**src/verilog/dcs_defs.svh**
```systemverilog
// timing counts and frame layout constants for the diagnosis spi link
// assumes a 125 MHz core clock on both ends
`ifndef DCS_DEFS_SVH
`define DCS_DEFS_SVH
`define DCS_CLK_PERIOD_NS 8
`define DCS_FRAME_BITS 8
`define DCS_CMD_MSB 7
`define DCS_CMD_LSB 5
`define DCS_DATA_MSB 4
`define DCS_DATA_LSB 0
`define DCS_T_DT_NS 300
`define DCS_T_DT_CYC ((`DCS_T_DT_NS + `DCS_CLK_PERIOD_NS - 1) / `DCS_CLK_PERIOD_NS)
`define DCS_T_FAULT_US 200
`define DCS_T_FAULT_CYC ((`DCS_T_FAULT_US * 1000) / `DCS_CLK_PERIOD_NS)
`define DCS_T_LEAD_NS 200
`define DCS_T_LEAD_CYC ((`DCS_T_LEAD_NS + `DCS_CLK_PERIOD_NS - 1) / `DCS_CLK_PERIOD_NS)
`define DCS_SCLK_HALF 10
`define DCS_DIAG_RESET 8'hff
`endif

```
**src/verilog/dcs_pkg.sv**
```systemverilog
// types shared by both ends of the diagnosis spi link
package dcs_pkg;
    typedef enum logic [2:0] {
        DCS_CMD_DIAG = 3'h0,
        DCS_CMD_NONE = 3'h1,
        DCS_CMD_OUTCFG = 3'h2,
        DCS_CMD_IOCFG = 3'h3,
        DCS_CMD_RSTREG = 3'h4,
        DCS_CMD_SLEEP = 3'h5,
        DCS_CMD_WAKE = 3'h6,
        DCS_CMD_CHAN = 3'h7
    } dcs_cmd_t;
endpackage : dcs_pkg

```
**src/verilog/dcs_link_if.sv**
```systemverilog
// four-wire spi link between master and slave ends
// the slave drives so directly; so_oe_n is a separate enable wire
`timescale 1ns/1ps
`default_nettype none
interface dcs_link_if;
    logic cs_n;
    logic sclk;
    logic si;
    logic so;
    logic so_oe_n;
    modport slave (input cs_n, input sclk, input si, output so, output so_oe_n);
    modport master (output cs_n, output sclk, output si, input so, input so_oe_n);
endinterface : dcs_link_if
`default_nettype wire

```
**src/verilog/dcs_slave.sv**
```systemverilog
// slave end: 8-bit diagnosis spi shift register with command latch
// assumes cs_n, sclk, si come asynchronously from the master pins
//
// Functional notes
// RL1: cs falling edge starts a transfer
// RL2: sample si on sclk falling edge
// RL3: update so on sclk rising edge
// RL4: master ends every frame raising cs
// RL5: cs high ignores sclk, si; so tristate
// RL6: cs fall loads diagnosis into shifter
// RL7: cs rise copies shifter to input register
// RL8: cs rise clears diagnosis flags
// RL9: only valid commands execute at frame end
// RL10: master keeps sclk low around cs edges
// RL11: si data most significant bit first
// RL12: eight-bit frame, command and data parts
// RL13: so data msb first after rise
// RL14: one shifter, far end feeds so chain
// RL15: single device gets exactly eight clocks
// RL16: chain of n gets n times eight
// RL17: reset or sleep restores register defaults
// RL18: cs high at least 300 ns
// RL19: longer cs high for fault settle
// RL20: bits 7:5 command, 4:0 data
// RL21: invalid command keeps diagnosis uncleared
// RL22: synchronise pins, detect edges internally
`include "dcs_defs.svh"
`timescale 1ns/1ps
`default_nettype none
module dcs_slave
    import dcs_pkg::*;
#(
    parameter int FRAME_BITS = `DCS_FRAME_BITS
) (
    // clock and reset
    input wire logic core_clk_in,
    input wire logic rst_n_in,
    // spi link
    dcs_link_if.slave link,
    // device side
    input wire logic [7:0] diag_set_in,
    output logic [7:0] diag_out,
    output logic [7:0] input_reg_out,
    output logic [4:0] out_cfg_out,
    output logic [4:0] io_cfg_out,
    output logic [4:0] chan_out,
    output logic sleep_out,
    output logic frame_done_out
);
    initial begin
        if (FRAME_BITS != 8) $error("dcs_slave: frame must be 8 bits");
    end

    logic cs_lvl, cs_rise, cs_fall;
    logic sclk_rise, sclk_fall;
    logic si_lvl;
    logic [7:0] shift_q;
    logic so_q, so_oe_n_q;
    logic active_q;
    logic [7:0] diag_q;
    logic [7:0] input_reg_q;
    logic [4:0] out_cfg_q, io_cfg_q, chan_q;
    logic sleep_q;
    logic done_q;
    dcs_cmd_t cmd;

    // cs idles high, sclk and si idle low
    dcs_sync #(
        .RST_VAL(1'b1)
    ) u_cs (
        .core_clk_in(core_clk_in),
        .rst_n_in(rst_n_in),
        .async_in(link.cs_n),
        .level_out(cs_lvl),
        .rise_out(cs_rise),
        .fall_out(cs_fall)
    ); // RL22
    dcs_sync #(
        .RST_VAL(1'b0)
    ) u_sclk (
        .core_clk_in(core_clk_in),
        .rst_n_in(rst_n_in),
        .async_in(link.sclk),
        .level_out(),
        .rise_out(sclk_rise),
        .fall_out(sclk_fall)
    ); // RL22
    dcs_sync #(
        .RST_VAL(1'b0)
    ) u_si (
        .core_clk_in(core_clk_in),
        .rst_n_in(rst_n_in),
        .async_in(link.si),
        .level_out(si_lvl),
        .rise_out(),
        .fall_out()
    ); // RL22

    function automatic logic cmd_valid(input dcs_cmd_t c, input logic asleep);
        if (asleep) return c == DCS_CMD_WAKE;
        return c != DCS_CMD_NONE;
    endfunction : cmd_valid

    assign cmd = dcs_cmd_t'(shift_q[`DCS_CMD_MSB:`DCS_CMD_LSB]); // RL20

    // transfer window, opened only by cs falling
    always_ff @(posedge core_clk_in or negedge rst_n_in) begin
        if (!rst_n_in) begin
            active_q <= 1'b0;
        end else if (cs_fall) begin
            active_q <= 1'b1; // RL1
        end else if (cs_rise || cs_lvl) begin
            active_q <= 1'b0; // RL4
        end
    end

    // shifter: load on cs fall, shift in on sclk fall
    always_ff @(posedge core_clk_in or negedge rst_n_in) begin
        if (!rst_n_in) begin
            shift_q <= 8'h00;
        end else if (cs_fall) begin
            shift_q <= diag_q; // RL6
        end else if (active_q && !cs_lvl && sclk_fall) begin
            shift_q <= {shift_q[6:0], si_lvl}; // RL2 RL11 RL14
        end
    end

    // so driver: msb out, updated on sclk rise, tristate when cs high
    always_ff @(posedge core_clk_in or negedge rst_n_in) begin
        if (!rst_n_in) begin
            so_q <= 1'b0;
            so_oe_n_q <= 1'b1;
        end else if (cs_fall) begin
            so_q <= diag_q[7]; // RL13
            so_oe_n_q <= 1'b0;
        end else if (cs_lvl) begin
            so_oe_n_q <= 1'b1; // RL5
        end else if (active_q && sclk_rise) begin
            so_q <= shift_q[7]; // RL3 RL13 RL14
        end
    end

    assign link.so = so_q;
    assign link.so_oe_n = so_oe_n_q;

    // input register latched on cs rise
    always_ff @(posedge core_clk_in or negedge rst_n_in) begin
        if (!rst_n_in) begin
            input_reg_q <= 8'h00;
            done_q <= 1'b0;
        end else begin
            done_q <= cs_rise && active_q;
            if (cs_rise && active_q) begin
                input_reg_q <= shift_q; // RL7 RL12
            end
        end
    end

    // command execution, sleep and register reset
    always_ff @(posedge core_clk_in or negedge rst_n_in) begin
        if (!rst_n_in) begin
            out_cfg_q <= 5'h00;
            io_cfg_q <= 5'h00;
            chan_q <= 5'h00;
            sleep_q <= 1'b0;
        end else if (cs_rise && active_q && cmd_valid(cmd, sleep_q)) begin // RL9
            unique case (cmd)
                DCS_CMD_OUTCFG: out_cfg_q <= shift_q[`DCS_DATA_MSB:`DCS_DATA_LSB];
                DCS_CMD_IOCFG: io_cfg_q <= shift_q[`DCS_DATA_MSB:`DCS_DATA_LSB];
                DCS_CMD_CHAN: chan_q <= shift_q[`DCS_DATA_MSB:`DCS_DATA_LSB];
                DCS_CMD_RSTREG, DCS_CMD_SLEEP: begin
                    out_cfg_q <= 5'h00; // RL17
                    io_cfg_q <= 5'h00;
                    chan_q <= 5'h00;
                    sleep_q <= (cmd == DCS_CMD_SLEEP);
                end
                DCS_CMD_WAKE: sleep_q <= 1'b0;
                DCS_CMD_DIAG, DCS_CMD_NONE: begin
                end
            endcase
        end
    end

    // diagnosis flags: sticky, cleared at frame end by a valid command other than RSTREG or SLEEP, which reload DCS_DIAG_RESET
    always_ff @(posedge core_clk_in or negedge rst_n_in) begin
        if (!rst_n_in) begin
            diag_q <= `DCS_DIAG_RESET;
        end else if (cs_rise && active_q && cmd_valid(cmd, sleep_q)) begin
            if (cmd == DCS_CMD_SLEEP || cmd == DCS_CMD_RSTREG) begin
                diag_q <= `DCS_DIAG_RESET | diag_set_in; // RL17
            end else begin
                diag_q <= diag_set_in; // RL8 set wins
            end
        end else begin
            diag_q <= diag_q | diag_set_in; // RL21
        end
    end

    always_ff @(posedge core_clk_in or negedge rst_n_in) begin
        if (!rst_n_in) begin
            diag_out <= `DCS_DIAG_RESET;
            input_reg_out <= 8'h00;
            out_cfg_out <= 5'h00;
            io_cfg_out <= 5'h00;
            chan_out <= 5'h00;
            sleep_out <= 1'b0;
            frame_done_out <= 1'b0;
        end else begin
            diag_out <= diag_q;
            input_reg_out <= input_reg_q;
            out_cfg_out <= out_cfg_q;
            io_cfg_out <= io_cfg_q;
            chan_out <= chan_q;
            sleep_out <= sleep_q;
            frame_done_out <= done_q;
        end
    end
endmodule : dcs_slave
`default_nettype wire

```
**src/verilog/dcs_sync.sv**
```systemverilog
// two-flop synchroniser with edge flags read from the second stage and a third delay flop
// assumes the input is asynchronous to clk
`timescale 1ns/1ps
`default_nettype none
module dcs_sync #(
    // idle level of the pin, so no false edge follows reset
    parameter logic RST_VAL = 1'b0
) (
    // clock and reset
    input wire logic core_clk_in,
    input wire logic rst_n_in,
    // async in, sync out
    input wire logic async_in,
    output logic level_out,
    output logic rise_out,
    output logic fall_out
);
    logic meta_q;
    logic sync_q;
    logic prev_q;

    always_ff @(posedge core_clk_in or negedge rst_n_in) begin
        if (!rst_n_in) begin
            meta_q <= RST_VAL;
            sync_q <= RST_VAL;
            prev_q <= RST_VAL;
        end else begin
            meta_q <= async_in;
            sync_q <= meta_q;
            prev_q <= sync_q;
        end
    end

    assign level_out = sync_q;
    assign rise_out = sync_q & ~prev_q;
    assign fall_out = ~sync_q & prev_q;
endmodule : dcs_sync
`default_nettype wire
```
**src/flat_wrapper.sv**
```systemverilog
// flat-port wrapper written by rule: the top's interface ports become plain ports
module dcs_slave_flat import dcs_pkg::*;
#(
    parameter int FRAME_BITS = `DCS_FRAME_BITS
)
  (core_clk_in, rst_n_in, diag_set_in, diag_out, input_reg_out, out_cfg_out, io_cfg_out, chan_out, sleep_out, frame_done_out, link_cs_n, link_sclk, link_si, link_so, link_so_oe_n);
  dcs_link_if link_i ();
  input wire logic core_clk_in;
  input wire logic rst_n_in;
  input wire logic [7:0] diag_set_in;
  output logic [7:0] diag_out;
  output logic [7:0] input_reg_out;
  output logic [4:0] out_cfg_out;
  output logic [4:0] io_cfg_out;
  output logic [4:0] chan_out;
  output logic sleep_out;
  output logic frame_done_out;
  input wire logic [$bits(link_i.cs_n)-1:0] link_cs_n;
  input wire logic [$bits(link_i.sclk)-1:0] link_sclk;
  input wire logic [$bits(link_i.si)-1:0] link_si;
  output wire logic [$bits(link_i.so)-1:0] link_so;
  output wire logic [$bits(link_i.so_oe_n)-1:0] link_so_oe_n;
  assign link_i.cs_n = link_cs_n;
  assign link_i.sclk = link_sclk;
  assign link_i.si = link_si;
  assign link_so = link_i.so;
  assign link_so_oe_n = link_i.so_oe_n;
  dcs_slave #(.FRAME_BITS(FRAME_BITS)) u_core (.core_clk_in(core_clk_in), .rst_n_in(rst_n_in), .link(link_i), .diag_set_in(diag_set_in), .diag_out(diag_out), .input_reg_out(input_reg_out), .out_cfg_out(out_cfg_out), .io_cfg_out(io_cfg_out), .chan_out(chan_out), .sleep_out(sleep_out), .frame_done_out(frame_done_out));
endmodule
```
**config.mk**
```make
export PLATFORM = sky130hd
export DESIGN_NAME = dcs_slave_flat
export DESIGN_NICKNAME = d
export VERILOG_FILES = /design/src/verilog/dcs_pkg.sv /design/src/verilog/dcs_link_if.sv /design/src/verilog/dcs_slave.sv /design/src/verilog/dcs_sync.sv /design/src/flat_wrapper.sv
export VERILOG_INCLUDE_DIRS = /design/src /design/src/verilog
export SDC_FILE = /design/constraint.sdc
export NUM_CORES = 1
export LEC_CHECK = 0
export ABC_AREA = 1
export BUFFER_PORTS_ARGS = -buffer_cell sky130_fd_sc_hd__buf_2
export CORE_MARGIN = 8
export CORE_UTILIZATION = 30
export CTS_CLUSTER_SIZE = 28
export DETAILED_ROUTE_END_ITERATION = 10
export GPL_TIMING_DRIVEN = 1
export HOLD_SLACK_MARGIN = 0.03
export PLACE_DENSITY = 0.46
export SLEW_MARGIN = 20
export SYNTH_ARGS = -nofsm -noshare
export SYNTH_HDL_FRONTEND = slang
export SYNTH_HIERARCHICAL = 1
export SYNTH_SLANG_ARGS = --single-unit
```
**constraint.sdc**
```tcl
create_clock -name core_clk_in -period 2.1 [get_ports core_clk_in]
set_input_delay 0.105 -clock core_clk_in [delete_from_list [all_inputs] [get_ports core_clk_in]]
set_output_delay 0.105 -clock core_clk_in [all_outputs]
set_load 0.005 [all_outputs]
```
### After elaboration in Yosys (flattened, before gate mapping)

Cells that the tools add are included.

| word-level totals | value |
|---|---|
| logic and storage cells | 83 |
| register bits | 85 |
| memory bits (read-only) | 0 |
| bits in latches | 0 |
| output and inout port bits | 35 |
| memories | 0 |
| memory bits (writable) | 0 |

| cells by class | value |
|---|---|
| shift-type cells | 0 |
| div/mod/pow operators | 0 |
| mux-type cells | 18 |
| multiply operators | 0 |
| eq/ne operators | 8 |
| add/sub/neg operators | 0 |
| reductions and logical operators | 22 |
| bitwise operators | 9 |
| order comparisons | 0 |

Operators with widths:

| cell | count |
|---|---|
| 2-to-1 mux 8 bit | 4 |
| one-hot mux 5 bit (2 select lines) | 3 |
| nonzero test 2 bit | 8 |
| equality test 3 bit, second input constant | 4 |
| 2-to-1 mux 1 bit | 10 |
| AND reduction 2 bit | 5 |
| bitwise OR 8 bit | 1 |
| equality test 3 x 2 -> 1 bit, second input constant | 2 |
| logical AND 1 bit | 5 |
| AND 1 bit | 4 |
| inverter 1 bit | 4 |
| != test 3 x 1 -> 1 bit, second input constant | 1 |
| logical OR 1 bit | 2 |
| != test 2 x 1 -> 1 bit, second input constant | 1 |
| one-hot mux 1 bit (2 select lines) | 1 |
| OR reduction 2 bit | 1 |
| zero test 1 bit | 1 |

### Depth between registers and ports, before layout

| depth | value |
|---|---|
| word-level depth | 6 |
| mapped depth | 9 |
| gate-level depth less buffers | 9 |

### Hierarchy

Netlist, hierarchy kept.

Modules (own cells, without submodules):

| module | seq. area each (um^2) | times used | area each (um^2) | cells each |
|---|---|---|---|---|
| dcs_slave | 1948.1 | 1 | 2721.4 | 241 |
| dcs_sync (u_core.u_sclk ...) | 75.1 | 2 | 90.1 | 7 |
| dcs_sync (u_core.u_cs) | 78.8 | 1 | 93.8 | 7 |

### Worst setup path after synthesis

Ideal clock, no wire load.

| timing | value |
|---|---|
| path type | register to register |
| start | register u_core.u_cs.sync_q, in the netlist u_core/u_cs/level_out |
| end | register u_core.out_cfg_q[0] |
| library setup time | 0.065 ns |
| data arrival time | 1.387 ns |
| stages on the path, launching flop included | 10 |
| clock period less this slack | 1.452 ns |
| setup slack | 0.648 ns |
| required time | 2.035 ns |
| cell sequence | dfstp_2 -> inv_1 -> nor2_1 -> nand2_2 -> clkinv_1 -> nand2_2 -> nor2_4 -> buf_6 -> nand3_1 -> nand2_1 |

| on the way | value |
|---|---|
| cells in the longest elaborated chain, start to end | 4 |

Ends and longest elaborated chain:

| item | RTL line | RTL |
|---|---|---|
| from (decl) | dcs_sync.sv:19 | `logic sync_q;` |
| from (signal assigned) | dcs_sync.sv:29 | `sync_q <= meta_q;` |
| AND 1 bit | dcs_sync.sv:35 | `assign rise_out = sync_q & ~prev_q;` |
| net u_core.cs_rise | dcs_slave.sv:54 | `logic cs_lvl, cs_rise, cs_fall;` |
| logical AND 1 bit (2 in a row) | dcs_slave.sv:166 | `end else if (cs_rise && active_q && cmd_valid(cmd, sleep_q)) begin` |
| AND reduction 2 bit (no line) | -- |  |
| to (signal assigned) | dcs_slave.sv:168 | `` DCS_CMD_OUTCFG: out_cfg_q <= shift_q[`DCS_DATA_MSB:`DCS_DATA_LSB]; `` |
| to (decl) | dcs_slave.sv:62 | `logic [4:0] out_cfg_q, io_cfg_q, chan_q;` |

The timed path passes the listed nets, and every way through them passes these cells.
A chain may end at the register's enable or synchronous reset.

### Worst setup path in the final report

| timing | value |
|---|---|
| start | register u_core.u_cs.sync_q, in the netlist u_core/u_cs/level_out |
| end | register u_core.diag_q[1] |

| on the way | value |
|---|---|
| cells in the longest elaborated chain, start to end | 4 |

Ends and longest elaborated chain:

| item | RTL line | RTL |
|---|---|---|
| AND 1 bit | dcs_sync.sv:35 |  |
| net u_core.cs_rise | dcs_slave.sv:54 |  |
| logical AND 1 bit (2 in a row) | dcs_slave.sv:188 | `end else if (cs_rise && active_q && cmd_valid(cmd, sleep_q)) begin` |
| 2-to-1 mux 8 bit | dcs_slave.sv:188 |  |
| to (signal assigned) | dcs_slave.sv:187 | `` diag_q <= `DCS_DIAG_RESET; `` |
| to (signal assigned) | dcs_slave.sv:190 | `` diag_q <= `DCS_DIAG_RESET \| diag_set_in; `` |
| to (signal assigned) | dcs_slave.sv:192 | `diag_q <= diag_set_in;` |
| to (decl) | dcs_slave.sv:60 | `logic [7:0] diag_q;` |

The timed path passes the listed nets, and every way through them passes these cells.

==> metrics.yaml <==
setup_path:
  startpoint_type: "register"
  worstPathCellList: "inv_1, nor2_1, nand2_2, clkinv_1, nand2_2, nor2_4, o21ai_0, nand2_1"
  crit_fanout: 19
  endpoint: "u_core/diag_q[1]"
  setup.worst_path.end_class: "register"
  critPathRequiredTime_ns: 2.39
  critPathSlowestCell: "dfstp_2"
  path_class: "reg2reg"
  crit_start: "u_core/u_cs/level_out"
  path_depth: 8
  reg2reg_from: "u_core/u_cs/level_out"
  cp_data_arrival_time_ns: 1.95
  slowest_delay_ns: 0.57
  cp_top_family: "simple AND/OR/NAND/NOR gates"
  cp_num_buf_inv: 2
  reg2reg_depth: 8
  path_common_cell: "nand2_2"
  r2r-end: "u_core/diag_q[1]"
  reg2reg_slack_ns: 0.44
power:
  p_seq_frac: 0.543
  p_leak_nw: 1.797
  power_frac_clock: 0.290
  comb_power_share: 0.168
  swShare: 0.2792
  switching_power_mw: 1.179
  peakVddDrop_uv: 560.3
  p_per_area_nw_per_um2: 1139
  fin_total_pwr_mw: 4.224
  p_int_mw: 3.045
global_route:
  antenna_found_initial: 0
  grt_pass1_wl_microns: 10390
  grt_pass1_vias: 2066
  grt_max_degree: 47
  overflow: 0
  grt_use_total: 0.1026
floorplanning:
  pin_count: 48
  core_sq_um: 9684
  die_w_microns: 115.3
  num_rows: 36
  dieArea_sq_um: 13280
  start_util: 0.3052
  fp.dieH_microns: 115.3
detailed_routing:
  dr.pass1.iters: 4
  via_per_inst: 4.258
  postRouteAntennaNets: 0
  vias: 1984
  drt-initial-drc-count: 60
  routed_wl_microns: 6196
  drc: 0
  detail_route.wl_per_cell_microns: 13.30
sta:
  holdWs_ns: 0.3193
  worst_pin_slew_ns: 0.5952
  fin_skew_ns: 0.007748
  min_period_ns: 1.658
  timing.setup.tns_ns: 0
  slew_headroom: 0.6032
  setup_viol_count_final: 0
  fin_ws_ns: 0.4420
  slew_viol_final: 0
  rsz0062_at_grt: "false"
  fmax_mhz: 603.1
  finalCritPeriodShare: 0.7895
  hold_viol_final: 0
clock_tree:
  htreeDepth: 3
  clkLatencyLatePin_ns: 0.34
  cts_tree: "done"
  clk_pin_slew_ns: 0.08
  clockRootBuffer: "clkbuf_8"
  cts_made_buffers: 9
  post-cts-setup-buffer-count: 0
  ctsHoldBuffers: 12
  cts_sinks: 85
  cts_max_path_buffers: 2
  post_cts_resized: 0
placement:
  gp_congestion: 0.7731
  dpl_cell_area_sq_um: 3367
  portBuffers: 47
  dp_slack_ns: 0.4692
  dp_hpwl_microns: 4302
flow_run:
  max_cap_violations: 0
yosys:
  avgSynthCellArea_sq_um: 11.50
  synth_nets: 270
  syn_inst: 257
  yosysWarnings: 6
  syn_area_sq_um: 2955
min_path:
  hold_class: "in2async"
final_layout:
  antenna-diode-count: 0
  fillCellCount: 984
  area_growth_pct: 25.44
  drive_gt1_frac: 0.2973
  nets: 341
  post-route-cell-area_sq_um: 3707
  mostFrequentLayoutCell: "dfrtp_1"
  final_cell_mix: "65 x dfrtp_1, 64 x nand2_1, 46 x buf_2"
outcome:
  outcome: "complete, no violations"
==> worst min-delay path by stage <==
stage | endpoint | cells past startpoint | from | slack, ns
2_1_floorplan | u_core/active_q | 0 | rst_n_in | -0.19
3_3_place_gp | u_core/chan_q[0] | 1 | rst_n_in | 0.16
4_1_cts | u_core/sleep_q | 2 | rst_n_in | 0.34
3_5_place_dp | u_core/input_reg_q[2] | 1 | rst_n_in | 0.16
6_report | u_core/input_reg_q[3] | 2 | rst_n_in | 0.32
5_1_grt | u_core/u_cs/level_out | 0 | u_core/u_cs/meta_q | 0.36
==> sequential cells by signal, summed over array words and instances, names as in the netlist, 5 cells and up <==
name / count
u_core/out_cfg_out: 5
u_core/diag_out: 8
u_core/shift_q: 8
u_core/chan_q: 5
u_core/out_cfg_q: 5
u_core/chan_out: 5
u_core/input_reg_q: 8
u_core/io_cfg_q: 5
u_core/input_reg_out: 8
u_core/io_cfg_out: 5
u_core/diag_q: 8
==> final cells by class <==
cell class                      count  area, sq um  share of cell area
Inverter                           23        86.33             0.02329
Clock inverter                      4        55.05             0.01485
Timing Repair Buffer               64        395.4              0.1066
Clock buffer                       12        165.2             0.04455
Multi-Input combinational cell    145        686.9              0.1853
Tap cell                          133        166.4             0.04489
Sequential cell                    85         2152              0.5805
==> power groups by stage <==
stage,logic (mW),registers [mW],clock network (mW)
6_report,0.708,2.29,1.22
5_1_grt,0.820,2.35,1.34
4_1_cts,0.732,2.30,1.27
3_5_place_dp,0.711,2.33,0
3_3_place_gp,0.705,2.32,0
2_1_floorplan,0.334,2.31,0
==> stage by stage <==
stage                     cells  utilization
final                       466       0.3828
after global routing        466       0.3828
after CTS                   466       0.3828
after detailed placement    438       0.3477
after global placement      438       0.3477
after floorplan             257            -
==> routing by layer <==
layer	up-vias	global-route usage	wire length [microns]
met4	0	0.04729	112
met1	954	0.1292	2918
met2	45	0.1535	2820
met3	7	0.03782	344
met5	-	0	0
li1	978	-	-
(Power assumes the default switching activity.)
